File: config.mk
export PLATFORM = sky130hd
export DESIGN_NAME = npd_decoder
export DESIGN_NICKNAME = d
export VERILOG_FILES = /design/src/rtl/npd_pkg.sv /design/src/rtl/npd_decoder.sv /design/src/rtl/npd_fifo.sv
export SDC_FILE = /design/constraint.sdc
export NUM_CORES = 2
export LEC_CHECK = 0
export ABC_CLOCK_PERIOD_IN_PS = 18100
export BUFFER_PORTS_ARGS = -buffer_cell sky130_fd_sc_hd__buf_2
export CAP_MARGIN = 20
export CORE_MARGIN = 10
export CORE_UTILIZATION = 30
export DETAILED_ROUTE_END_ITERATION = 7
export PLACE_DENSITY = 0.54
export SLEW_MARGIN = 5
export SYNTH_ARGS = -nofsm -noshare
export SYNTH_HDL_FRONTEND = slang
export SYNTH_HIERARCHICAL = 1
export SYNTH_SLANG_ARGS = --single-unit
File: constraint.sdc
create_clock -name clk_in -period 18.1 [get_ports clk_in]
set_clock_uncertainty 0.1 [all_clocks]
set_input_delay 1.81 -clock clk_in [delete_from_list [all_inputs] [get_ports clk_in]]
set_output_delay 1.81 -clock clk_in [all_outputs]
set_load 0.1 [all_outputs]
File: src/rtl/npd_pkg.sv
package npd_pkg;

  // Byte and framing widths.
  localparam int BYTE_W = 8;
  localparam int FIFO_DEPTH = 32;
  localparam int MAX_LEN = 25;

  // Packet identifiers as delivered by the framing layer.
  localparam logic [7:0] ID_SUMMARY = 8'h1e;
  localparam logic [7:0] ID_DETAIL = 8'h1f;
  localparam logic [7:0] ID_GEODETIC = 8'h20;
  localparam logic [7:0] ID_ECEF = 8'h21;
  localparam logic [7:0] ID_GRID = 8'h22;
  localparam logic [7:0] ID_VEL_NED = 8'h23;
  localparam logic [7:0] ID_VEL_BODY = 8'h24;
  localparam logic [7:0] ID_ACCEL = 8'h25;

  // Fixed payload lengths in bytes.
  localparam logic [7:0] LEN_SUMMARY = 8'h0d;
  localparam logic [7:0] LEN_POS = 8'h18;
  localparam logic [7:0] LEN_GRID = 8'h19;
  localparam logic [7:0] LEN_VEC32 = 8'h0c;
  localparam logic [7:0] SAT_REC_LEN = 8'h07;
  localparam logic [4:0] SAT_LAST_POS = 5'h06;

  // Field offsets inside a payload or a satellite record.
  localparam int OFF_HDOP = 0;
  localparam int OFF_VDOP = 4;
  localparam int OFF_CNT0 = 8;
  localparam int NUM_CNT = 5;
  localparam int OFF_F64_0 = 0;
  localparam int OFF_F64_1 = 8;
  localparam int OFF_F64_2 = 16;
  localparam int OFF_ZONE = 24;
  localparam int OFF_F32_0 = 0;
  localparam int OFF_F32_1 = 4;
  localparam int OFF_F32_2 = 8;
  localparam int OFF_SYS = 0;
  localparam int OFF_PRN = 1;
  localparam int OFF_FREQ = 2;
  localparam int OFF_ELEV = 3;
  localparam int OFF_AZIM = 4;
  localparam int OFF_SNR = 6;

  // Satellite system codes.
  localparam logic [7:0] SYS_UNKNOWN = 8'h00;
  localparam logic [7:0] SYS_GPS = 8'h01;
  localparam logic [7:0] SYS_GLONASS = 8'h02;
  localparam logic [7:0] SYS_BEIDOU = 8'h03;
  localparam logic [7:0] SYS_GALILEO = 8'h04;
  localparam logic [7:0] SYS_SBAS = 8'h05;
  localparam logic [7:0] SYS_QZSS = 8'h06;
  localparam logic [7:0] SYS_CORR_A = 8'h07;
  localparam logic [7:0] SYS_CORR_B = 8'h08;

  // Frequency mask bit positions.
  localparam int FREQ_UNKNOWN = 0;
  localparam int FREQ_L1_CA = 1;
  localparam int FREQ_L1_C = 2;
  localparam int FREQ_L1_P = 3;
  localparam int FREQ_L1_M = 4;
  localparam int FREQ_L2_C = 5;
  localparam int FREQ_L2_P = 6;
  localparam int FREQ_L2_M = 7;
  localparam int FREQ_L5 = 8;
  localparam int FREQ_W = 9;

  typedef enum logic [2:0] {
    KIND_SUMMARY,
    KIND_DETAIL,
    KIND_GEODETIC,
    KIND_ECEF,
    KIND_GRID,
    KIND_VEL_NED,
    KIND_VEL_BODY,
    KIND_ACCEL
  } npd_kind_t;

  typedef enum logic [1:0] {
    ST_IDLE,
    ST_COLLECT,
    ST_EMIT,
    ST_DISCARD
  } npd_st_t;

  typedef logic [MAX_LEN-1:0][BYTE_W-1:0] npd_buf_t;

  typedef struct packed {
    logic [7:0] id;
    logic [7:0] len;
  } npd_hdr_t;

  typedef struct packed {
    logic [7:0] sys_code;
    logic sys_known;
    logic [7:0] prn;
    logic [FREQ_W-1:0] freq;
    logic [7:0] elev;
    logic [15:0] azim;
    logic [7:0] snr;
    logic [7:0] index;
  } npd_sat_t;

  typedef struct packed {
    npd_kind_t kind;
    logic [2:0][63:0] dbl;
    logic [2:0][31:0] sgl;
    logic [NUM_CNT-1:0][7:0] sat_cnt;
    logic signed [7:0] zone;
    npd_sat_t sat;
  } npd_rec_t;

endpackage : npd_pkg

File: src/rtl/npd_decoder.sv
`timescale 1ns/1ps
// What this block does
// - Identifier 30 is a 13-byte summary with two fp32 dilutions and five u8 counts at 8..12.
// - Identifier 31 carries a length equal to seven bytes times the satellites reported.
// - A satellite record holds system, number, frequency, elevation, u16 azimuth at 4, SNR at 6.
// - Satellite records repeat back to back with no separator until the payload is used up.
// - System codes are 0 unknown, 1 to 5 global and augmentation, 6 regional, 7 and 8 corrections.
// - The frequency mask has bit 0 unknown, 1-4 L1, 5-7 L2 and 8 L5, though only a byte arrives.
// - Identifier 32 is 24 bytes of latitude, longitude and height as fp64 at 0, 8 and 16.
// - Identifier 33 is 24 bytes of earth-centred X, Y and Z as fp64.
// - Identifier 34 is 25 bytes of northing, easting, height as fp64 and a signed zone at 24.
// - Identifier 35 is 12 bytes of north, east and down velocity as fp32.
// - Identifier 36 is 12 bytes of body X, Y and Z velocity as fp32 at 0, 4 and 8.
// - Identifier 37 is 12 bytes of X, Y and Z acceleration as fp32.
module npd_decoder
  import npd_pkg::*;
(
  // Clock and reset.
  input wire logic clk_in,
  input wire logic sys_rst_in,
  // Packet header from the framing layer.
  input wire logic hdr_valid_in,
  output logic hdr_ready_out,
  input wire npd_hdr_t hdr_in,
  // Payload bytes from the framing layer.
  input wire logic pay_valid_in,
  output logic pay_ready_out,
  input wire logic [BYTE_W-1:0] pay_data_in,
  // Decoded records.
  output logic rec_valid_out,
  input wire logic rec_ready_in,
  output npd_rec_t rec_out,
  // Events and status.
  output logic len_err_out,
  output logic unk_id_out,
  output logic busy_out
);

  typedef struct packed {
    npd_st_t st;
    npd_kind_t kind;
    logic [7:0] len;
    logic [7:0] got;
    logic [4:0] pos;
    logic [7:0] sat_idx;
    npd_buf_t buf_b;
    npd_rec_t rec;
    logic len_err;
    logic unk_id;
  } npd_state_t;

  npd_state_t st_ff;
  npd_state_t nxt_st;
  logic byte_valid;
  logic byte_take;
  logic [BYTE_W-1:0] byte_data;
  logic hdr_fire;
  logic id_known;
  logic len_good;
  npd_kind_t hdr_kind;
  logic [4:0] unit_last;

  // Payload bytes pass through a FIFO so the framer is stalled, not dropped, while a
  // record waits for its consumer.
  npd_fifo #(
    .WIDTH(BYTE_W),
    .DEPTH(FIFO_DEPTH)
  ) u_fifo (
    .clk_in(clk_in),
    .sys_rst_in(sys_rst_in),
    .in_valid_in(pay_valid_in),
    .in_ready_out(pay_ready_out),
    .in_data_in(pay_data_in),
    .out_valid_out(byte_valid),
    .out_ready_in(byte_take),
    .out_data_out(byte_data)
  );

  // Little-endian assembly of multi-byte fields from the collected payload.
  function automatic logic [31:0] get32(input npd_buf_t b, input int off);
    return {b[off+3], b[off+2], b[off+1], b[off]};
  endfunction : get32

  function automatic logic [63:0] get64(input npd_buf_t b, input int off);
    return {get32(b, off + 4), get32(b, off)};
  endfunction : get64

  // Turn a filled buffer into a typed record.
  function automatic npd_rec_t decode(input npd_kind_t k, input npd_buf_t b,
                                      input logic [7:0] idx);
    npd_rec_t r;
    r = '0;
    r.kind = k;
    case (k)
      KIND_SUMMARY:
      begin
        r.sgl[0] = get32(b, OFF_HDOP);
        r.sgl[1] = get32(b, OFF_VDOP);
        for (int i = 0; i < NUM_CNT; i++)
          r.sat_cnt[i] = b[OFF_CNT0+i];
      end
      KIND_DETAIL:
      begin
        r.sat.sys_code = b[OFF_SYS];
        r.sat.sys_known = (b[OFF_SYS] <= SYS_CORR_B);
        r.sat.prn = b[OFF_PRN];
        // Only eight mask bits arrive; the L5 position stays clear.
        r.sat.freq = {1'b0, b[OFF_FREQ]};
        r.sat.elev = b[OFF_ELEV];
        r.sat.azim = {b[OFF_AZIM+1], b[OFF_AZIM]};
        r.sat.snr = b[OFF_SNR];
        r.sat.index = idx;
      end
      KIND_GEODETIC, KIND_ECEF, KIND_GRID:
      begin
        r.dbl[0] = get64(b, OFF_F64_0);
        r.dbl[1] = get64(b, OFF_F64_1);
        r.dbl[2] = get64(b, OFF_F64_2);
        if (k == KIND_GRID)
          r.zone = b[OFF_ZONE];
      end
      KIND_VEL_NED, KIND_VEL_BODY, KIND_ACCEL:
      begin
        r.sgl[0] = get32(b, OFF_F32_0);
        r.sgl[1] = get32(b, OFF_F32_1);
        r.sgl[2] = get32(b, OFF_F32_2);
      end
      default:
      begin
        r.kind = k;
      end
    endcase
    return r;
  endfunction : decode

  // Classify the header and check its length against the identifier.
  always_comb
  begin
    id_known = 1'b1;
    len_good = 1'b0;
    hdr_kind = KIND_SUMMARY;
    case (hdr_in.id)
      ID_SUMMARY:
      begin
        len_good = (hdr_in.len == LEN_SUMMARY);
      end
      ID_DETAIL:
      begin
        hdr_kind = KIND_DETAIL;
        len_good = ((hdr_in.len % SAT_REC_LEN) == 8'h00);
      end
      ID_GEODETIC:
      begin
        hdr_kind = KIND_GEODETIC;
        len_good = (hdr_in.len == LEN_POS);
      end
      ID_ECEF:
      begin
        hdr_kind = KIND_ECEF;
        len_good = (hdr_in.len == LEN_POS);
      end
      ID_GRID:
      begin
        hdr_kind = KIND_GRID;
        len_good = (hdr_in.len == LEN_GRID);
      end
      ID_VEL_NED:
      begin
        hdr_kind = KIND_VEL_NED;
        len_good = (hdr_in.len == LEN_VEC32);
      end
      ID_VEL_BODY:
      begin
        hdr_kind = KIND_VEL_BODY;
        len_good = (hdr_in.len == LEN_VEC32);
      end
      ID_ACCEL:
      begin
        hdr_kind = KIND_ACCEL;
        len_good = (hdr_in.len == LEN_VEC32);
      end
      default:
      begin
        id_known = 1'b0;
      end
    endcase
  end

  assign hdr_ready_out = (st_ff.st == ST_IDLE);
  assign hdr_fire = hdr_valid_in && hdr_ready_out;
  assign byte_take = byte_valid && ((st_ff.st == ST_COLLECT) || (st_ff.st == ST_DISCARD));
  // A detailed packet is cut into seven-byte units; others fill the buffer once.
  assign unit_last = (st_ff.kind == KIND_DETAIL) ? SAT_LAST_POS : 5'(st_ff.len - 8'h01);

  // Main sequencer: header, collect, emit, and discard of bad or foreign payloads.
  always_comb
  begin
    nxt_st = st_ff;
    nxt_st.len_err = 1'b0;
    nxt_st.unk_id = 1'b0;
    case (st_ff.st)
      ST_IDLE:
      begin
        if (hdr_fire)
        begin
          nxt_st.kind = hdr_kind;
          nxt_st.len = hdr_in.len;
          nxt_st.got = 8'h00;
          nxt_st.pos = 5'h00;
          nxt_st.sat_idx = 8'h00;
          nxt_st.len_err = id_known && !len_good;
          nxt_st.unk_id = !id_known;
          if (hdr_in.len == 8'h00)
            nxt_st.st = ST_IDLE;
          else if (id_known && len_good)
            nxt_st.st = ST_COLLECT;
          else
            nxt_st.st = ST_DISCARD;
        end
      end
      ST_COLLECT:
      begin
        if (byte_take)
        begin
          nxt_st.buf_b[st_ff.pos] = byte_data;
          nxt_st.got = st_ff.got + 8'h01;
          nxt_st.pos = st_ff.pos + 5'h01;
          if (st_ff.pos == unit_last)
          begin
            nxt_st.rec = decode(st_ff.kind, nxt_st.buf_b, st_ff.sat_idx);
            nxt_st.st = ST_EMIT;
          end
        end
      end
      ST_EMIT:
      begin
        // The record holds still until the consumer takes it.
        if (rec_ready_in)
        begin
          nxt_st.pos = 5'h00;
          nxt_st.sat_idx = st_ff.sat_idx + 8'h01;
          if (st_ff.got == st_ff.len)
            nxt_st.st = ST_IDLE;
          else
            nxt_st.st = ST_COLLECT;
        end
      end
      ST_DISCARD:
      begin
        if (byte_take)
        begin
          nxt_st.got = st_ff.got + 8'h01;
          if (st_ff.got + 8'h01 == st_ff.len)
            nxt_st.st = ST_IDLE;
        end
      end
      default:
      begin
        nxt_st.st = ST_IDLE;
      end
    endcase
  end

  // State register; every field is zero after reset, which is the idle state.
  always_ff @(posedge clk_in or posedge sys_rst_in)
  begin
    if (sys_rst_in)
      st_ff <= '0;
    else
      st_ff <= nxt_st;
  end

  // Outputs straight from the state register.
  assign rec_valid_out = (st_ff.st == ST_EMIT);
  assign rec_out = st_ff.rec;
  assign len_err_out = st_ff.len_err;
  assign unk_id_out = st_ff.unk_id;
  assign busy_out = (st_ff.st != ST_IDLE);
endmodule : npd_decoder

File: src/rtl/npd_fifo.sv
`timescale 1ns/1ps
module npd_fifo #(
  parameter int WIDTH = 8,
  parameter int DEPTH = 32
) (
  // Clock and reset.
  input wire logic clk_in,
  input wire logic sys_rst_in,
  // Filling side.
  input wire logic in_valid_in,
  output logic in_ready_out,
  input wire logic [WIDTH-1:0] in_data_in,
  // Draining side.
  output logic out_valid_out,
  input wire logic out_ready_in,
  output logic [WIDTH-1:0] out_data_out
);

  localparam int AW = $clog2(DEPTH);
  localparam logic [AW:0] FULL_CNT = (AW+1)'(DEPTH);

  typedef struct packed {
    logic [DEPTH-1:0][WIDTH-1:0] mem;
    logic [AW-1:0] wp;
    logic [AW-1:0] rp;
    logic [AW:0] cnt;
    logic ov;
    logic [WIDTH-1:0] od;
  } fifo_st_t;

  fifo_st_t st_ff;
  fifo_st_t nxt_st;
  logic push;
  logic pop_mem;

  // The output word sits in a register, so the memory count excludes it.
  assign in_ready_out = (st_ff.cnt != FULL_CNT);
  assign push = in_valid_in && in_ready_out;
  assign pop_mem = (st_ff.cnt != '0) && (!st_ff.ov || out_ready_in);
  assign out_valid_out = st_ff.ov;
  assign out_data_out = st_ff.od;

  // Write, refill the output stage, and keep the count honest.
  always_comb
  begin
    nxt_st = st_ff;
    if (push)
    begin
      nxt_st.mem[st_ff.wp] = in_data_in;
      nxt_st.wp = st_ff.wp + 1'b1;
    end
    if (pop_mem)
    begin
      nxt_st.od = st_ff.mem[st_ff.rp];
      nxt_st.rp = st_ff.rp + 1'b1;
      nxt_st.ov = 1'b1;
    end
    else if (out_ready_in)
    begin
      nxt_st.ov = 1'b0;
    end
    nxt_st.cnt = st_ff.cnt + (AW+1)'(push) - (AW+1)'(pop_mem);
  end

  // State register.
  always_ff @(posedge clk_in or posedge sys_rst_in)
  begin
    if (sys_rst_in)
      st_ff <= '0;
    else
      st_ff <= nxt_st;
  end
endmodule : npd_fifo

==> summary.txt <==
Initial antenna violation count: 21
Cells after synthesis: 3,667
CP endpoint kind: flop
Syn_nets: 3,724
Predominant post-synthesis flop cell: dfrtp_1
Clk buf depth: 3
Register bit total from synthesis: 921
Router iterations before antenna repair: 5
Area growth syn-to-layout: 9.85%
Final min period: 5.98 ns
Clock sink count: 921
Sequential area share after synthesis: 52.9%
Startpoint types: flop
Routed Antenna Nets: 0
Max Clk Rate: 0.167 GHz
Vias in the first global route: 27,200
Port Buffers: 438
Root Buffer Master: clkbuf_16
First-pass GRT wire length: 184 mm
Post-CTS Hold Fix Bufs: 0
CP max FO: 227
Core area: 144,000 µm²
Die Area: 161,000 µm²
Final Hold Fails: 0
Placer Congestion: 0.772
Post-Syn Area: 43,500 µm²
Crit Path Category: flop to flop
Status: finished, final reports clean
Final setup violation count: 0
CP max stage delay: 0.93 ns
Largest net degree at the start of global routing: 228
Placed cell area: 44,300 µm²
WL/cell: 21.9 µm
Number of library cell types mapped by synthesis: 76
Final Power: 6.58 mW
EDFF count, synth: 0
Total grt overflow: 0
WL final: 122 mm
Clk_lat worst skew: 0.73 ns
TritonCTS clock tree: yes
Slew HR: 26.7%
Die Width: 401 µm
CP Data Required Time: 18.50 ns
Synth warnings: 6
Initial Util: 30.3%
Peak supply drop: 0.0866 mV
Pwr dens: 138 nW/µm²
Worst EP arrival: 6.38 ns
Post-CTS Repair Setup Buffers: 0
RSZ-0062 raised after global routing: no
Vias per inst: 4.90
Ys async rst share: 100%
Commonest non-fill, non-tap cell in the layout: dfrtp_1
Leakage power: 23.0 nW
DRC Markers: 0
Fill cell count: 14,400
Actual slew at the worst max-slew pin: 1.10 ns
H-tree Lvls: 3
Initial drt markers: 1,966
# resized after CTS: 0
Detailed-route via count: 27,300
Setup TNS: 0 ns
Die height: 401 µm
CP cell instances: nor2_1 -> nand2_2 -> buf_4 -> o21ai_0 -> a32o_1 -> nand4_1 -> buf_4 -> buf_4 -> buf_12 -> buf_4 -> o31ai_1
Max-Cap Viols: 0
Hold WS: 0.369 ns
Site Rows: 139
Mean Syn Cell Area: 11.9 µm²
Crit-path most repeated cell: buf_4
Fin. max-slew vios: 0
GRT Util Overall: 14.7%
Slowest CP cell: buf_4
Leading cell types in the layout, fill and taps excluded: dfrtp_1, buf_2, nand2_1
Total CTS buffers: 99
Final #Nets: 3,645
IO Pins: 440
Detailed placer's ending HPWL: 82.1 mm
Worst min-delay path class: flop to flop
Clock transition at the registers of the reported paths: 0.06 ns
Fin area: 47,800 µm²
Final Cycle Share: 33.0%
Share of layout cells above drive strength 1: 31.5%
==> power by group <==
group	switching [mW]	internal, mW
clock network	0.884	1.23
logic	1.17	0.660
registers	0.239	2.40
total	2.29	4.29
==> path summary, 6_finish.rpt <==
check	start	end	slack [ns]	cells after the start
min	rec_out[233]	rec_out[233]	0.37	2
max in group asynchronous	sys_rst_in	st_ff[535]	13.63	6
max	st_ff[638]	rec_out[389]	12.12	11
max reg2reg	st_ff[638]	rec_out[389]	12.12	11
min in group asynchronous	sys_rst_in	rec_out[383]	1.13	2
min reg2reg	rec_out[233]	rec_out[233]	0.37	2
==> sequential cells by signal, summed over array words and instances (netlist names) <==
name / count
u_fifo/out_valid_out: 1
u_fifo/st_ff: 272
len_err_out: 1
rec_out: 404
u_fifo/out_data_out: 8
st_ff: 234
unk_id_out: 1
==> cell type report <==
| cell class | count | area, µm² | area share (%) |
|---|---|---|---|
| Sequential cell | 921 | 23100 | 48.2 |
| Antenna cell | 5 | 12.5 | 0.0262 |
| Clock inverter | 40 | 567 | 1.19 |
| Multi-Input combinational cell | 2045 | 16200 | 33.9 |
| Timing Repair Buffer | 487 | 2600 | 5.44 |
| Tap cell | 1903 | 2380 | 4.98 |
| Clock buffer | 137 | 2860 | 5.98 |
| Inverter | 34 | 139 | 0.290 |
==> worst max-delay path: cells and delay by family, from the launching register on <==
kind	cells	cell delay (ns)
AO/OA/AOI/OAI	3	0.71
buffers and inverters	5	3.67
flip-flops	1	0.58
AND/OR/NAND/NOR	3	0.32
==> routing by layer <==
layer / part of all wire (%) / track usage [%]
met5: 0.15 / 0
met4: 2.9 / 4.43
met3: 6.8 / 4.33
met2: 44 / 22.3
met1: 46 / 20.1
==> cell usage after synthesis, drive strengths merged, types with 22 or more instances <==
cell	count	share of area, %
dfrtp	921	53
buf	481	8.1
nand2	441	3.8
mux2	419	11
o31ai	250	4.3
mux2i	197	4.5
clkbuf	186	1.6
a22o	157	3.2
nor2	76	0.74
a21oi	71	0.82
a21o	60	1.0
mux4	40	2.1
o21ai	37	0.43
inv	33	0.28
nand3	33	0.40
ha	27	0.78
o22ai	27	0.39
xnor2	22	0.44
==> through the flow <==
step                setup slack [ns]  cells  util [%]
detailed placement             12.26   5387      30.8
global route                   11.60   5567      33.2
finish                         12.12   5572      33.2
floorplan                       7.45   3667         -
CTS                            12.20   5564      33.2
global placement               12.32   5386      30.8
==> cells by family after synthesis <==
group,Yosys count,share of synthesized area [%]
DFF,921,52.9
buffers and inverters,701,9.96
AOI/OAI and AO/OA,663,11.4
muxes,656,17.5
and+or+nand+nor,654,6.55
xor gates and xnor gates,43,0.865
adders and majority gates,28,0.822
other,1,0.00861
Note: power is estimated with default switching activity, not from simulation.
